### src/design/rpa_pkg.sv
// constants of the pipe address and payload length register bank
package rpa_pkg;
  // ************************************************************
  // register offsets
  // ************************************************************
  localparam logic [4:0] OFS_P0_ADDR = 5'h0A;
  localparam logic [4:0] OFS_P1_ADDR = 5'h0B;
  localparam logic [4:0] OFS_P2_LOW = 5'h0C;
  localparam logic [4:0] OFS_P3_LOW = 5'h0D;
  localparam logic [4:0] OFS_P4_LOW = 5'h0E;
  localparam logic [4:0] OFS_P5_LOW = 5'h0F;
  localparam logic [4:0] OFS_TX_ADDR = 5'h10;
  localparam logic [4:0] OFS_P0_LEN = 5'h11;
  localparam logic [4:0] OFS_P1_LEN = 5'h12;

  // ************************************************************
  // reset values
  // ************************************************************
  localparam logic [39:0] RST_P0_ADDR = 40'hE7E7E7E7E7;
  localparam logic [39:0] RST_P1_ADDR = 40'hC2C2C2C2C2;
  localparam logic [39:0] RST_TX_ADDR = 40'hE7E7E7E7E7;
  localparam logic [7:0] RST_P2_LOW = 8'hC3;
  localparam logic [7:0] RST_P3_LOW = 8'hC4;
  localparam logic [7:0] RST_P4_LOW = 8'hC5;
  localparam logic [7:0] RST_P5_LOW = 8'hC6;
  localparam logic [5:0] RST_LEN = 6'h00;

  // ************************************************************
  // address width setting codes and byte masks
  // ************************************************************
  localparam logic [1:0] AW_3_BYTES = 2'h1;
  localparam logic [1:0] AW_4_BYTES = 2'h2;
  localparam logic [39:0] MASK_3_BYTES = 40'h0000FFFFFF;
  localparam logic [39:0] MASK_4_BYTES = 40'h00FFFFFFFF;
  localparam logic [39:0] MASK_5_BYTES = 40'hFFFFFFFFFF;

  // ************************************************************
  // field layout
  // ************************************************************
  localparam logic [2:0] ADDR_BYTES = 3'h5;
  localparam int NUM_PIPES = 6;
  localparam int LOW_MSB = 7;
  localparam int UP_LSB = 8;
  localparam int ADDR_MSB = 39;
endpackage

### src/design/rpa_bank.sv
// pipe address, transmit address and payload length register bank
// How it works
// - pipe 1 holds a 40-bit read/write address, every byte reset to C2.
// - only the bytes selected by the address width setting (3 to 5) are used.
// - multi-byte registers move least significant byte first, one byte per strobe.
// - pipes 2 to 5 take bits 39 to 8 from pipe 1 and own only the low byte.
// - the pipe 2 low byte is read/write and resets to C3.
// - the pipe 3 low byte is read/write and resets to C4.
// - the pipe 4 low byte is read/write and resets to C5.
// - the pipe 5 low byte is read/write and resets to C6.
// - the 40-bit transmit address resets to E7 bytes and is applied only as primary transmitter.
// - the pipe 0 payload length is six bits, reset zero, 0 unused, 1 to 32 bytes.
// - the pipe 1 payload length is six bits, reset zero, 0 unused, 1 to 32 bytes.
// - pipe 0 holds a 40-bit read/write address, every byte reset to E7.
`timescale 1ns/1ps
`default_nettype none
module rpa_bank (
  // clock and reset
  input wire logic clk_sys,
  input wire logic sys_rst,
  // register access from the command decoder
  input wire logic acc_start,
  input wire logic [4:0] acc_addr,
  input wire logic byte_wr,
  input wire logic [7:0] byte_wdata,
  input wire logic byte_rd,
  output logic [7:0] byte_rdata,
  output logic byte_rvalid,
  // mode inputs
  input wire logic [1:0] address_width_setting,
  input wire logic primary_transmitter,
  // received packet address
  input wire logic rx_addr_valid,
  input wire logic [39:0] rx_addr,
  output logic match_valid,
  output logic match_hit,
  output logic [2:0] match_pipe,
  // configuration to the packet engine
  output logic [39:0] tx_address,
  output logic [5:0] pipe0_payload_length,
  output logic [5:0] pipe1_payload_length
);
  // ************************************************************
  // state
  // ************************************************************
  typedef struct packed {
    logic [39:0] p0_addr;
    logic [39:0] p1_addr;
    logic [39:0] tx_addr;
    logic [7:0] p2_low;
    logic [7:0] p3_low;
    logic [7:0] p4_low;
    logic [7:0] p5_low;
    logic [5:0] len0;
    logic [5:0] len1;
    logic [4:0] addr;
    logic [2:0] idx;
    logic [7:0] rdata;
    logic rvalid;
    logic [39:0] tx_out;
    logic mvalid;
    logic mhit;
    logic [2:0] mpipe;
  } rpa_state_t;

  rpa_state_t st_reg;
  rpa_state_t st_next;
  logic [39:0] width_mask;
  logic [39:0] eff_addr [rpa_pkg::NUM_PIPES];
  logic [rpa_pkg::NUM_PIPES-1:0] pipe_hit;
  logic [39:0] read_word;
  logic [39:0] read_shift;
  logic [31:0] p1_upper;

  // byte replaced at a given index, least significant byte is index 0
  function automatic logic [39:0] put_byte(input logic [39:0] v, input logic [2:0] i,
                                           input logic [7:0] b);
    logic [39:0] m;
    logic [39:0] d;
    m = 40'h00000000FF << {i, 3'h0};
    d = {32'h00000000, b} << {i, 3'h0};
    return (v & ~m) | d;
  endfunction

  // used bytes of an address from the width setting
  always_comb begin
    unique case (address_width_setting)
      rpa_pkg::AW_3_BYTES: width_mask = rpa_pkg::MASK_3_BYTES;
      rpa_pkg::AW_4_BYTES: width_mask = rpa_pkg::MASK_4_BYTES;
      default: width_mask = rpa_pkg::MASK_5_BYTES;
    endcase
  end

  // effective pipe addresses and per pipe comparison
  assign eff_addr[0] = st_reg.p0_addr;
  assign eff_addr[1] = st_reg.p1_addr;
  // one copy of the upper bytes, so pipes 2 to 5 can never drift from pipe 1
  assign p1_upper = st_reg.p1_addr[rpa_pkg::ADDR_MSB:rpa_pkg::UP_LSB];
  assign eff_addr[2] = {p1_upper, st_reg.p2_low};
  assign eff_addr[3] = {p1_upper, st_reg.p3_low};
  assign eff_addr[4] = {p1_upper, st_reg.p4_low};
  assign eff_addr[5] = {p1_upper, st_reg.p5_low};
  for (genvar g = 0; g < rpa_pkg::NUM_PIPES; g++) begin : g_pipe
    assign pipe_hit[g] = ((rx_addr ^ eff_addr[g]) & width_mask) == 40'h0000000000;
  end

  // word seen by a read of the addressed register
  always_comb begin
    unique case (st_reg.addr)
      rpa_pkg::OFS_P0_ADDR: read_word = st_reg.p0_addr;
      rpa_pkg::OFS_P1_ADDR: read_word = st_reg.p1_addr;
      rpa_pkg::OFS_P2_LOW: read_word = eff_addr[2];
      rpa_pkg::OFS_P3_LOW: read_word = eff_addr[3];
      rpa_pkg::OFS_P4_LOW: read_word = eff_addr[4];
      rpa_pkg::OFS_P5_LOW: read_word = eff_addr[5];
      rpa_pkg::OFS_TX_ADDR: read_word = st_reg.tx_addr;
      rpa_pkg::OFS_P0_LEN: read_word = {34'h0, st_reg.len0};
      rpa_pkg::OFS_P1_LEN: read_word = {34'h0, st_reg.len1};
      default: read_word = 40'h0000000000; // unmapped reads zero
    endcase
    read_shift = read_word >> {st_reg.idx, 3'h0};
  end

  // ************************************************************
  // next state
  // ************************************************************
  always_comb begin
    st_next = st_reg;
    st_next.rvalid = 1'b0;
    st_next.mvalid = 1'b0;
    // new access restarts at the least significant byte
    if (acc_start) begin
      st_next.addr = acc_addr;
      st_next.idx = 3'h0;
    end else if (byte_wr || byte_rd) begin
      if (st_reg.idx != rpa_pkg::ADDR_BYTES) begin
        st_next.idx = st_reg.idx + 3'h1;
      end
    end
    // read byte, zero past the register end
    if (!acc_start && byte_rd) begin
      st_next.rdata = (st_reg.idx < rpa_pkg::ADDR_BYTES) ? read_shift[7:0] : 8'h00;
      st_next.rvalid = 1'b1;
    end
    // write byte into the addressed register
    if (!acc_start && byte_wr && st_reg.idx < rpa_pkg::ADDR_BYTES) begin
      unique case (st_reg.addr)
        rpa_pkg::OFS_P0_ADDR: begin
          st_next.p0_addr = put_byte(st_reg.p0_addr, st_reg.idx, byte_wdata);
        end
        rpa_pkg::OFS_P1_ADDR: begin
          st_next.p1_addr = put_byte(st_reg.p1_addr, st_reg.idx, byte_wdata);
        end
        rpa_pkg::OFS_TX_ADDR: begin
          st_next.tx_addr = put_byte(st_reg.tx_addr, st_reg.idx, byte_wdata);
        end
        default: begin
          // one-byte registers take index 0 only
          // upper bytes written through pipes 2 to 5 are dropped, they belong to pipe 1
          if (st_reg.idx == 3'h0) begin
            unique case (st_reg.addr)
              rpa_pkg::OFS_P2_LOW: st_next.p2_low = byte_wdata;
              rpa_pkg::OFS_P3_LOW: st_next.p3_low = byte_wdata;
              rpa_pkg::OFS_P4_LOW: st_next.p4_low = byte_wdata;
              rpa_pkg::OFS_P5_LOW: st_next.p5_low = byte_wdata;
              rpa_pkg::OFS_P0_LEN: st_next.len0 = byte_wdata[5:0];
              rpa_pkg::OFS_P1_LEN: st_next.len1 = byte_wdata[5:0];
              default: st_next.len0 = st_reg.len0; // unmapped writes ignored
            endcase
          end
        end
      endcase
    end
    // transmit address applied only as primary transmitter
    st_next.tx_out = primary_transmitter ? (st_reg.tx_addr & width_mask) : 40'h0;
    // lowest numbered matching pipe wins
    if (rx_addr_valid) begin
      st_next.mvalid = 1'b1;
      st_next.mhit = |pipe_hit;
      st_next.mpipe = 3'h0;
      for (int k = rpa_pkg::NUM_PIPES - 1; k >= 0; k--) begin
        if (pipe_hit[k]) begin
          st_next.mpipe = 3'(k);
        end
      end
    end
  end

  // ************************************************************
  // state register
  // ************************************************************
  always_ff @(posedge clk_sys or posedge sys_rst) begin
    if (sys_rst) begin
      st_reg <= '0;
      st_reg.p0_addr <= rpa_pkg::RST_P0_ADDR;
      st_reg.p1_addr <= rpa_pkg::RST_P1_ADDR;
      st_reg.tx_addr <= rpa_pkg::RST_TX_ADDR;
      st_reg.p2_low <= rpa_pkg::RST_P2_LOW;
      st_reg.p3_low <= rpa_pkg::RST_P3_LOW;
      st_reg.p4_low <= rpa_pkg::RST_P4_LOW;
      st_reg.p5_low <= rpa_pkg::RST_P5_LOW;
      st_reg.len0 <= rpa_pkg::RST_LEN;
      st_reg.len1 <= rpa_pkg::RST_LEN;
    end else begin
      st_reg <= st_next;
    end
  end

  // outputs straight from the state register
  assign byte_rdata = st_reg.rdata;
  assign byte_rvalid = st_reg.rvalid;
  assign match_valid = st_reg.mvalid;
  assign match_hit = st_reg.mhit;
  assign match_pipe = st_reg.mpipe;
  assign tx_address = st_reg.tx_out;
  assign pipe0_payload_length = st_reg.len0;
  assign pipe1_payload_length = st_reg.len1;
endmodule
`default_nettype wire

### config.mk
export PLATFORM = sky130hd
export DESIGN_NAME = rpa_bank
export DESIGN_NICKNAME = d
export VERILOG_FILES = /design/src/design/rpa_pkg.sv /design/src/design/rpa_bank.sv
export SDC_FILE = /design/constraint.sdc
export NUM_CORES = 1
export LEC_CHECK = 0
export BUFFER_PORTS_ARGS = -buffer_cell sky130_fd_sc_hd__buf_2
export CAP_MARGIN = 25
export CORE_MARGIN = 2
export CORE_UTILIZATION = 55
export DETAILED_ROUTE_END_ITERATION = 8
export MAX_ROUTING_LAYER = met4
export PLACE_DENSITY = 0.76
export SLEW_MARGIN = 0
export SYNTH_ARGS = -nofsm -noshare
export SYNTH_HDL_FRONTEND = slang
export SYNTH_SLANG_ARGS = --single-unit
### constraint.sdc
create_clock -name clk_sys -period 9.92 [get_ports clk_sys]
set_input_delay 1.984 -clock clk_sys [delete_from_list [all_inputs] [get_ports clk_sys]]
set_output_delay 1.984 -clock clk_sys [all_outputs]
set_load 0.01 [all_outputs]
---- Yosys cells after proc, flatten, opt, wreduce, memory -nomap -nowiden ----
Cells that the tools add are included.
word-level totals
  bits of input ports ..................... 62
  latch bits .............................. 0
  output and inout bits ................... 66
  RAM bits ................................ 0
  memories ................................ 0
  word-level logic and storage cells ...... 96
  memory bits (read-only) ................. 0
  register bits after elaboration ......... 226
operators by class
  reductions and logical operators ........ 26
  shift operators ......................... 3
  bitwise logic cells ..................... 21
  magnitude comparators ................... 1
  multiply operators ...................... 0
  add/subtract/negate cells ............... 1
  eq/ne operators ......................... 12
  div/mod/pow operators ................... 0
  mux-type cells .......................... 15
operators with widths
  cell                  number
  $and 40x40->40        10
  $pmux 40 s9           1
  $logic_not 40->1      6
  $xor 40x40->40        6
  $or 40x40->40         3
  $pmux 40 s2           1
  $mux 40               1
  $not 40->40           1
  $shl 8x6->40          1
  $shl 8x6->40 const A  1
  $shr 40x6->8          1
  $eq 5x4->1 const B    6
  $mux 3                9
  $reduce_and 4->1      6
  $eq 5x5->1 const B    3
  $mux 8                1
  $reduce_and 2->1      4
  $reduce_or 6->1       1
  $mux 5                1
  $reduce_bool 2->1     2
  $add 3x1->3 const B   1
  $logic_and 1x1->1     3
  $logic_not 3->1       1
  $lt 3x3->1 const B    1
  other kinds (8)       8

---- Longest topological paths before layout ----
Gate-level depths: netlist of the first run.
  word-level depth ........................ 11
  depth in mapped cells ................... 10
  mapped depth without buffers ............ 6

---- Least setup slack after synthesis of the first run ----
Ideal clock, no wire load.
  path kind ............................... input to register
  start point ............................. input port acc_start
  end point ............................... register st_reg, in the netlist pipe0_payload_length[0]
  path slack .............................. 6.627 ns
  setup time .............................. 0.125 ns
  required time ........................... 9.795 ns
  buffers on the path ..................... 1
  cell stages on the path ................. 4
  arrival time ............................ 3.168 ns
  cell sequence ........................... clkbuf_1 -> nor3b_1 -> nand3_1 -> mux2_2
between the ends
  longest elaborated chain between the ends .. 4
ends and longest elaborated chain
  element                            RTL line         source
  from (decl)                        rpa_bank.sv:22   input wire logic acc_start,
  $logic_not 1->1                    rpa_bank.sv:146  if (!acc_start && byte_wr && st_reg.idx < rpa_pkg::ADDR_BYTES) begin
  $logic_and 1x1->1 (2 in a row)     rpa_bank.sv:146
  $reduce_and 4->1 (no source line)  n/a
  to (signal assigned)               rpa_bank.sv:205  st_reg <= st_next;
  to (decl)                          rpa_bank.sv:66   rpa_state_t st_reg;
No other way between the ends.
A chain may end at the register's enable or synchronous reset.

---- Final worst setup path of the first run ----
  start point ............................. input port acc_start
  end point ............................... register st_reg[133] in the netlist's numbering
between the ends
  longest elaborated chain between the ends .. 4
ends and longest elaborated chain
  element                            RTL line
  $logic_not 1->1                    rpa_bank.sv:146
  $logic_and 1x1->1 (2 in a row)     rpa_bank.sv:146
  $reduce_and 2->1 (no source line)  n/a
No other way between the ends.

==> results of run 1 <==
==> worst max-delay path, stage by stage <==
cell and delay, ps:
buf_2 170, nand3b_1 390, nor2b_2 730, buf_4 430
nand2_1 260, a32o_1 270
==> layout make-up <==
cell class	instances	area [µm²]
Clock buffer	38	744
Clock inverter	7	68.8
Fill cell	1697	8130
Inverter	7	33.8
Multi-Input combinational cell	654	5060
Sequential cell	226	5770
Tap cell	275	344
Timing Repair Buffer	138	738
==> power breakdown <==
group | internal, mW | total (mW) | leakage (nW) | switching, mW
Sequential | 1.03 | 1.12 | 2.79 | 0.0941
Combinational | 0.166 | 0.388 | 2.42 | 0.222
Clock | 0.542 | 0.915 | 0.396 | 0.373
Total | 1.74 | 2.42 | 5.61 | 0.689
==> final timing paths <==
check | startpoint | end | slack [ps] | depth (start not counted)
max | acc_start | st_reg[133]$_DFFE_PP0P_ | 6080 | 6
min | byte_rdata[0]$_DFFE_PP0P_ | byte_rdata[0]$_DFFE_PP0P_ | 500 | 1
max reg2reg | st_reg[54]$_DFFE_PP0P_ | pipe1_payload_length[3]$_DFFE_PP0P_ | 6180 | 6
min reg2reg | byte_rdata[0]$_DFFE_PP0P_ | byte_rdata[0]$_DFFE_PP0P_ | 500 | 1
max in group asynchronous | sys_rst | st_reg[113]$_DFFE_PP1P_ | 6910 | 4
min in group asynchronous | sys_rst | eff_addr[124]$_DFFE_PP0P_ | 1670 | 2
==> cell usage after synthesis, types with 4 or more instances <==
master,n
a21oi_1,17
a221oi_1,18
a222oi_1,7
a22o_1,75
a22oi_1,15
a32o_1,60
and2_1,32
and3_1,9
buf_2,27
buf_4,65
clkbuf_1,35
dfrtp_1,136
dfstp_2,90
ha_1,7
inv_1,6
mux2_2,59
mux2i_1,6
mux4_2,4
nand2_1,73
nand3_1,15
nand4_1,19
nor2_1,41
nor2b_1,12
nor4_1,14
o21ai_0,16
o2bb2ai_1,4
xnor2_1,65
xor2_1,48
==> through the flow <==
stage | power [mW] | cells
after floorplan | 1.39 | 1017
after global placement | 1.50 | 1299
after detailed placement | 1.51 | 1299
after CTS | 2.42 | 1344
after global routing | 2.51 | 1345
final | 2.42 | 1345
==> per-layer routing <==
metal / wire length, µm / up-vias / GRT usage [%]
met5: 0 / - / -
met4: 1550 / 0 / 12.1
met3: 3630 / 103 / 6.48
met2: 14500 / 608 / 44.5
met1: 13500 / 4350 / 42.8
li1: - / 3751 / -
==> logic make-up after synthesis <==
logic type / share of synthesized area [%]
flops: 49.6
compound gates: 16.7
simple gates: 10.5
mux: 7.01
fa+ha+maj: 0.754
xor+xnor: 8.52
buf+inv: 6.88
==> out/metrics.yaml, run 1 <==
yosys:
  synth_edf_count: 0
  synth_area_leaders: "dfrtp_1 29%, dfstp_2 20%, mux2_2 5.7%"
  synth_top_area_share_pct: 29.3
  syn-cell-area_um2: 11600
  yosysWarnings: 0
  synth_cell_type_count: 56
  synth_area_leader_cell: "dfrtp_1"
  ys_seq_elements: 226
  seq_area_frac_synth_pct: 49.6
  synthArstFlopShare_pct: 100
  postSynthNetCount: 1086
  synthFlopType: "dfrtp_1"
  avgSynthCellArea_um2: 11.4
  postSynthCellCount: 1017
min_path:
  hold_class: "reg2reg"
floorplan:
  row_count: 53
  die_h_um: 149
  die_w_um: 149
  die-area_um2: 22300
  core-area_um2: 20900
  num_io_pins: 128
  initial_core_util_pct: 55.6
global_routing:
  grt_first_pass_wirelength_mm: 50.6
  gr-total-overflow: 0
  grt_max_degree: 139
  antenna_found_initial: 0
  track_usage_pct: 30.8
  grt_pass1_vias: 8502
sta:
  setup_viol: 0
  drv_slew: 0
  worst_hold_slack_ps: 502
  worst_pin_slew_ps: 1050
  fin_tns_setup_ps: 0
  skew_ps: 14.0
  postLayoutSetupSlackWorst_ps: 6080
  timing.fmax_mhz: 260
  period_needed_ps: 3840
  min_period_over_period_pct: 38.7
  rsz0062_at_grt: "no"
  slew-limit-headroom_pct: 30.3
  hold_viol: 0
clocking:
  clk_pin_slew_ps: 60
  ctsHtreeMaxLevel: 1
  clock_path_buffers: 3
  cts_tree: "yes"
  cts_hold_buf: 0
  post_cts_buffers: 0
  clk_latency_ps: 530
  post_cts_resized: 0
  cts_root_buffer: "clkbuf_16"
  cts_buffers: 25
  cts.sinks: 226
cells_and_area:
  fin_area_um2: 12800
  largest_reg_flops: 112
  nets: 1121
  final_core_util_pct: 61.1
  final_common_cell: "dfrtp_1"
  drive_above_1_share_pct: 32.0
  final_cell_mix: "136 x dfrtp_1, 127 x buf_2, 90 x dfstp_2"
  diodes: 0
  area_growth_syn_to_layout_pct: 9.83
route:
  post_drt_via_cell_ratio: 6.55
  dr.pass1.iters: 8
  routed_wl_mm: 33.2
  drt-initial-drc-count: 1234
  drc: 0
  final_antenna_net_count: 0
  vias: 8812
  wl_per_cell_um: 24.7
power_and_ir_drop:
  power_leakage_nw: 5.61
  ir_worst_vdd_uv: 117
  power_density_nw_per_um2: 190
run:
  maxCapViolations: 0
critical_path:
  arrival_ps: 4250
  path_max_fanout: 27
  crit_required_ps: 10320
  criticalPathCategory: "in2reg"
  crit_path_start_kind: "primary input"
  cp-end-kind: "flip-flop"
placement:
  place.gp.congestion: 1.02
  place.port_buffers: 127
  place_ws_ps: 5590
  dp_hpwl_mm: 23.5
  placed_area_um2: 11900
outcome:
  status: "finished clean"
Power figures use the tool's default switching activity.
==> run 2: changes to the inputs <==
CORE_UTILIZATION = 53   (was 55)
clock period = 3.32 ns   (was 9.92 ns; I/O delays follow)
==> run 2 against run 1 <==
The flow now finishes with violations (design-rule violations). Global-route usage decreased by 0.41 points. Sequential power increased to 3.0 times the previous value. Utilization decreased by 1.5 points. Die area increased by 3.7%. Clock skew increased by 16 ps. Combinational power increased to 3.1 times the previous value. Setup slack got worse by 5500 ps. Clock power increased to 3.1 times the previous value. First-iteration DRC count increased by 10%. Final cell count increased by 1.5%. Wire length increased by 4.1%. Sequential share of layout area decreased by 0.60 points. Largest power group unchanged. Highest routed layer unchanged.
==> out/metrics.yaml, run 2 (synthesis gave the netlist of run 1 again) <==
outcome:
  status: "finished, violations left"  # was finished clean
  violations: "design-rule violations"
sta:
  timing.fmax_mhz: 365
  fin_tns_setup_ps: 0  # unchanged
  hold_viol: 0  # unchanged
  postLayoutSetupSlackWorst_ps: 577  # was 6080 ps
  slew-limit-headroom_pct: 43.3  # was 30.3%
  min_period_over_period_pct: 82.6
  rsz0062_at_grt: "no"  # unchanged
  drv_slew: 0  # unchanged
  period_needed_ps: 2740
  skew_ps: 30.3  # was 14.0 ps
  worst_hold_slack_ps: 315  # was 502 ps
  setup_viol: 0  # unchanged
  worst_pin_slew_ps: 843  # was 1050 ps
power_and_ir_drop:
  power_leakage_nw: 5.70  # was 5.61 nW
  ir_worst_vdd_uv: 306  # was 117 µV
  power_density_nw_per_um2: 573  # was 190 nW/µm²
  power_mw: 7.40  # was 2.42 mW
cells_and_area:
  final_common_cell: "dfrtp_1"  # unchanged
  fin_area_um2: 12900  # was 12800 µm²
  final_cell_mix: "136 x dfrtp_1, 127 x buf_2, 90 x dfstp_2"  # unchanged
  largest_reg_flops: 112  # unchanged
  drive_above_1_share_pct: 33.1  # was 32.0%
  nets: 1136  # was 1121
  area_growth_syn_to_layout_pct: 11.3  # was 9.83%
  final_core_util_pct: 59.6  # was 61.1%
  diodes: 0  # unchanged
  stdcell_count: 1365  # was 1345
floorplan:
  row_count: 54  # was 53
  die_h_um: 152  # was 149 µm
  initial_core_util_pct: 53.6  # was 55.6%
  core-area_um2: 21700  # was 20900 µm²
  die-area_um2: 23100  # was 22300 µm²
  die_w_um: 152  # was 149 µm
  num_io_pins: 128  # unchanged
clocking:
  post_cts_buffers: 0  # unchanged
  cts_tree: "yes"  # unchanged
  clk_pin_slew_ps: 60  # about the same
  cts_buffers: 24  # was 25
  ctsHtreeMaxLevel: 1  # unchanged
  post_cts_resized: 0  # unchanged
  clock_path_buffers: 3  # unchanged
  clk_latency_ps: 540  # was 530 ps
  cts_hold_buf: 0  # unchanged
  cts.sinks: 226  # unchanged
  cts_root_buffer: "clkbuf_16"  # unchanged
route:
  dr.pass1.iters: 8  # unchanged
  wl_per_cell_um: 25.3  # was 24.7 µm
  post_drt_via_cell_ratio: 6.61  # was 6.55
  final_antenna_net_count: 0  # unchanged
  drt-initial-drc-count: 1363  # was 1234
  vias: 9024  # was 8812
  routed_wl_mm: 34.6  # was 33.2 mm
  drc: 1  # was 0
global_routing:
  grt_pass1_vias: 8796  # was 8502
  antenna_found_initial: 0  # unchanged
  met1_usage_pct: 42.6  # was 42.8%
  grt_use_met2_pct: 45.0  # was 44.5%
  grt_first_pass_wirelength_mm: 53.3  # was 50.6 mm
  top_usage_layer: "met2"  # unchanged
  use_met3_pct: 4.99  # was 6.48%
  gr-total-overflow: 0  # unchanged
  grt_max_degree: 137  # was 139
  track_usage_pct: 30.4  # was 30.8%
run:
  maxCapViolations: 0  # unchanged
critical_path:
  crit_required_ps: 3740  # was 10320 ps
  path_max_fanout: 22  # was 27
  crit_path_start_kind: "flip-flop"  # was primary input
  cp-end-kind: "flip-flop"  # unchanged
  arrival_ps: 3170  # was 4250 ps
  criticalPathCategory: "reg2reg"  # was in2reg
min_path:
  hold_class: "in2async"  # was reg2reg
placement:
  dp_cells: 1321  # was 1299
  place.gp.congestion: 1.03  # was 1.02
  place_ws_ps: 666  # was 5590 ps
  dp_hpwl_mm: 24.6  # was 23.5 mm
  placed_area_um2: 12100  # was 11900 µm²
  place.port_buffers: 127  # unchanged
-- run 2: cell count changes in the layout (fill, tap and decap cells not counted), sizes merged --
cell      previous run  this run
buf                138       154
inv                  7         6
clkbuf              38        33
bufinv               1         3
clkinv               4         6
clkinvlp             2         3
-- run 2: worst paths after layout --
| check | end | from | slack [ps] | cells after the start |
|---|---|---|---|---|
| worst min register to register | match_pipe[0]$_DFFE_PP0P_ | match_pipe[0]$_DFFE_PP0P_ | 500 | 1 |
| worst max register to register | eff_addr[19]$_DFFE_PP0P_ | st_reg[60]$_DFFE_PP0P_ | 580 | 6 |
| worst min-delay path | eff_addr[203]$_DFFE_PP0P_ | sys_rst | 310 | 3 |
| worst max-delay path | eff_addr[19]$_DFFE_PP0P_ | st_reg[60]$_DFFE_PP0P_ | 580 | 6 |
| min in group clk_sys | match_valid$_DFF_PP0_ | rx_addr_valid | 360 | 1 |
| max in group asynchronous | tx_address[11]$_DFF_PP0_ | sys_rst | 2370 | 3 |
-- run 2: final cells by class --
| cell class | count | area, µm² |
|---|---|---|
| Fill cell | 1753 | 8760 |
| Sequential cell | 226 | 5770 |
| Multi-Input combinational cell | 654 | 5060 |
| Timing Repair Buffer | 154 | 863 |
| Clock buffer | 33 | 696 |
| Tap cell | 280 | 350 |
| Clock inverter | 11 | 160 |
| Inverter | 7 | 30.0 |
-- run 2: critical path, cell delays in order (launching register included) --
cell     delay [ps]
dfrtp_1         460
nor2b_1         270
nor3b_1         660
nor2b_2         330
buf_4           320
nand2_1         290
a22o_1          310
-- run 2: per-layer routing --
metal | vias up | part of all wire (%) | wire length (µm)
met4 | 0 | 4.1 | 1400
met1 | 4528 | 41 | 14000
met2 | 607 | 44 | 15400
met5 | - | 0 | 0
li1 | 3788 | - | -
met3 | 101 | 11 | 3770
-- run 2: power by group --
group	total (mW)	switching (mW)	internal, mW
combinational	1.20	0.689	0.510
clock	2.86	1.15	1.72
sequential	3.34	0.274	3.07
total	7.40	2.11	5.29
==> run 3: changes to the inputs <==
clock period = 2.2 ns   (was 3.32 ns; I/O delays follow)
==> run 3 against run 2 <==
The run now ends clean. Wire length grew 6.8%. Via count grew 0.52%. Flip-flop and latch count is the same. Register-to-register slack lost 530 ps. Final cell count grew 5.5%. Design area grew 6.0%. Non-clock buffer count grew 75. Sequential share of layout area shrank 2.5 points. Critical path depth grew 4. Combinational power grew 68%.
==> out/metrics.yaml, run 3 (synthesis gave the netlist of run 1 again) <==
clocking:
  cts_root_buffer: "clkbuf_16"  # unchanged
  clk_pin_slew_ps: 70  # was 60 ps
  cts_buffers: 24  # unchanged
  clock_path_buffers: 3  # unchanged
  cts_tree: "yes"  # unchanged
  ctsHtreeMaxLevel: 1  # unchanged
  clk_latency_ps: 530  # was 540 ps
  cts_hold_buf: 0  # unchanged
  cts.sinks: 226  # unchanged
route:
  dr.pass1.iters: 6  # was 8
  routed_wl_mm: 37.0  # was 34.6 mm
  wl_per_cell_um: 25.7  # was 25.3 µm
  drt-initial-drc-count: 946  # was 1363
  post_drt_via_cell_ratio: 6.30  # was 6.61
  final_antenna_net_count: 0  # unchanged
  vias: 9071  # was 9024
  drc: 0  # was 1
cells_and_area:
  final_cell_mix: "133 x dfrtp_1, 127 x buf_2, 90 x dfstp_2"  # was 136 x dfrtp_1, 127 x buf_2, 90 x dfstp_2
  final_common_cell: "dfrtp_1"  # unchanged
  drive_above_1_share_pct: 39.3  # was 33.1%
  diodes: 0  # unchanged
  final_core_util_pct: 63.2  # was 59.6%
  area_growth_syn_to_layout_pct: 18.0  # was 11.3%
  nets: 1211  # was 1136
  fin_area_um2: 13700  # was 12900 µm²
  largest_reg_flops: 112  # unchanged
  fillers: 1730  # was 1753
critical_path:
  crit_required_ps: 2610  # was 3740 ps
  criticalPathCategory: "reg2reg"  # unchanged
  arrival_ps: 2560  # was 3170 ps
  path_max_fanout: 21  # was 22
  cp-end-kind: "flip-flop"  # unchanged
  crit_path_start_kind: "flip-flop"  # unchanged
  reg2reg_depth: 10  # was 6
sta:
  slew-limit-headroom_pct: 64.0  # was 43.3%
  setup_viol: 0  # unchanged
  postLayoutSetupSlackWorst_ps: 52.2  # was 577 ps
  drv_slew: 0  # unchanged
  worst_pin_slew_ps: 532  # was 843 ps
  min_period_over_period_pct: 97.6  # was 82.6%
  skew_ps: 12.1  # was 30.3 ps
  timing.fmax_mhz: 466  # was 365 MHz
  rsz0062_at_grt: "yes"  # was no
  period_needed_ps: 2150  # was 2740 ps
  fin_tns_setup_ps: 0  # unchanged
  hold_viol: 0  # unchanged
power_and_ir_drop:
  power_leakage_nw: 6.12  # was 5.70 nW
  ir_worst_vdd_uv: 677  # was 306 µV
  p_seq_share_pct: 44.6  # was 45.1%
  pwr-share-comb_pct: 17.7  # was 16.2%
  power_density_nw_per_um2: 830  # was 573 nW/µm²
  clkPwrFrac_pct: 37.6  # was 38.7%
  switching_share_pct: 28.4  # was 28.5%
  intPower_mw: 8.15  # was 5.29 mW
  power_switching_mw: 3.23  # was 2.11 mW
global_routing:
  gr-total-overflow: 0  # unchanged
  antenna_found_initial: 0  # unchanged
  grt_pass1_vias: 9070  # was 8796
  grt_first_pass_wirelength_mm: 56.1  # was 53.3 mm
  track_usage_pct: 32.5  # was 30.4%
  grt_max_degree: 87  # was 137
placement:
  place.port_buffers: 127  # unchanged
  place.gp.congestion: 0.986  # was 1.03
  place_ws_ps: -94.3  # was 666 ps
  dp_hpwl_mm: 27.6  # was 24.6 mm
  placed_area_um2: 12700  # was 12100 µm²
outcome:
  status: "finished clean"  # was finished, violations left
floorplan:
  die-area_um2: 23100  # unchanged
  die_h_um: 152  # unchanged
  num_io_pins: 128  # unchanged
  die_w_um: 152  # unchanged
  row_count: 54  # unchanged
  initial_core_util_pct: 53.6  # unchanged
  core-area_um2: 21700  # unchanged
run:
  maxCapViolations: 0  # unchanged
min_path:
  hold_class: "in2async"  # unchanged
run 3: cell types whose count changed in the layout (fill, tap and decap cells not counted), sizes merged:
cell / delta
buf: +75
clkbuf: +3
clkinvlp: -2
inv: -1
run 3: cell type report:
| type | instances | area [µm²] | share of cell area (%) |
|---|---|---|---|
| Timing Repair Buffer | 229 | 1550 | 11.3 |
| Clock buffer | 36 | 717 | 5.23 |
| Multi-Input combinational cell | 654 | 5170 | 37.7 |
| Tap cell | 280 | 350 | 2.56 |
| Clock inverter | 8 | 123 | 0.895 |
| Inverter | 7 | 30.0 | 0.219 |
| Sequential cell | 226 | 5770 | 42.1 |
run 3: worst paths after layout:
kind	from	endpoint	slack, ps
min in group clk_sys	rx_addr_valid	match_valid$_DFF_PP0_	130
min reg2reg	match_pipe[1]$_DFFE_PP0P_	match_pipe[1]$_DFFE_PP0P_	490
min	sys_rst	match_valid$_DFF_PP0_	60
max	st_reg[61]$_DFFE_PP0P_	byte_rdata[5]$_DFFE_PP0P_	50
max reg2reg	st_reg[61]$_DFFE_PP0P_	byte_rdata[5]$_DFFE_PP0P_	50
max in group asynchronous	sys_rst	eff_addr[239]$_DFFE_PP1P_	1700
run 3: power by group through the flow:
stage	clock (mW)	sequential, mW	combinational, mW
5_1_grt	4.51	5.10	2.16
4_1_cts	4.35	5.05	1.96
3_3_place_gp	0	5.11	1.92
2_1_floorplan	0	4.91	1.36
6_report	4.28	5.07	2.02
3_5_place_dp	0	5.11	1.95
run 3: per-stage QoR:
step | hold WS [ps] | total power, mW | instances
after floorplan | 456 | 6.27 | 1017
after global placement | 473 | 7.03 | 1389
after detailed placement | 473 | 7.06 | 1389
after CTS | 88.1 | 11.4 | 1433
after global routing | 103 | 11.8 | 1440
final | 63.5 | 11.4 | 1440
run 3: critical path, cell delays in order (launching register included):
cell     delay (ps)
dfrtp_2         410
buf_4           140
nor2b_4          40
buf_4           140
nor2b_2         160
buf_12          160
buf_4           160
a22oi_2         190
nand3_1         110
a32o_1          270
a32o_1          260
run 3: repair_timing:
action	in CTS	in global routing
pin swaps	0	3
buffers inserted	0	7
gates resized for setup	2	25
endpoints found under the setup margin	9	77
run 3: per-layer routing:
| metal | GRT usage [%] | wire length [µm] |
|---|---|---|
| met1 | 44.6 | 15600 |
| met2 | 47.7 | 16400 |
| met3 | 6.76 | 3290 |
| met4 | 12.6 | 1710 |
| met5 | - | 0 |
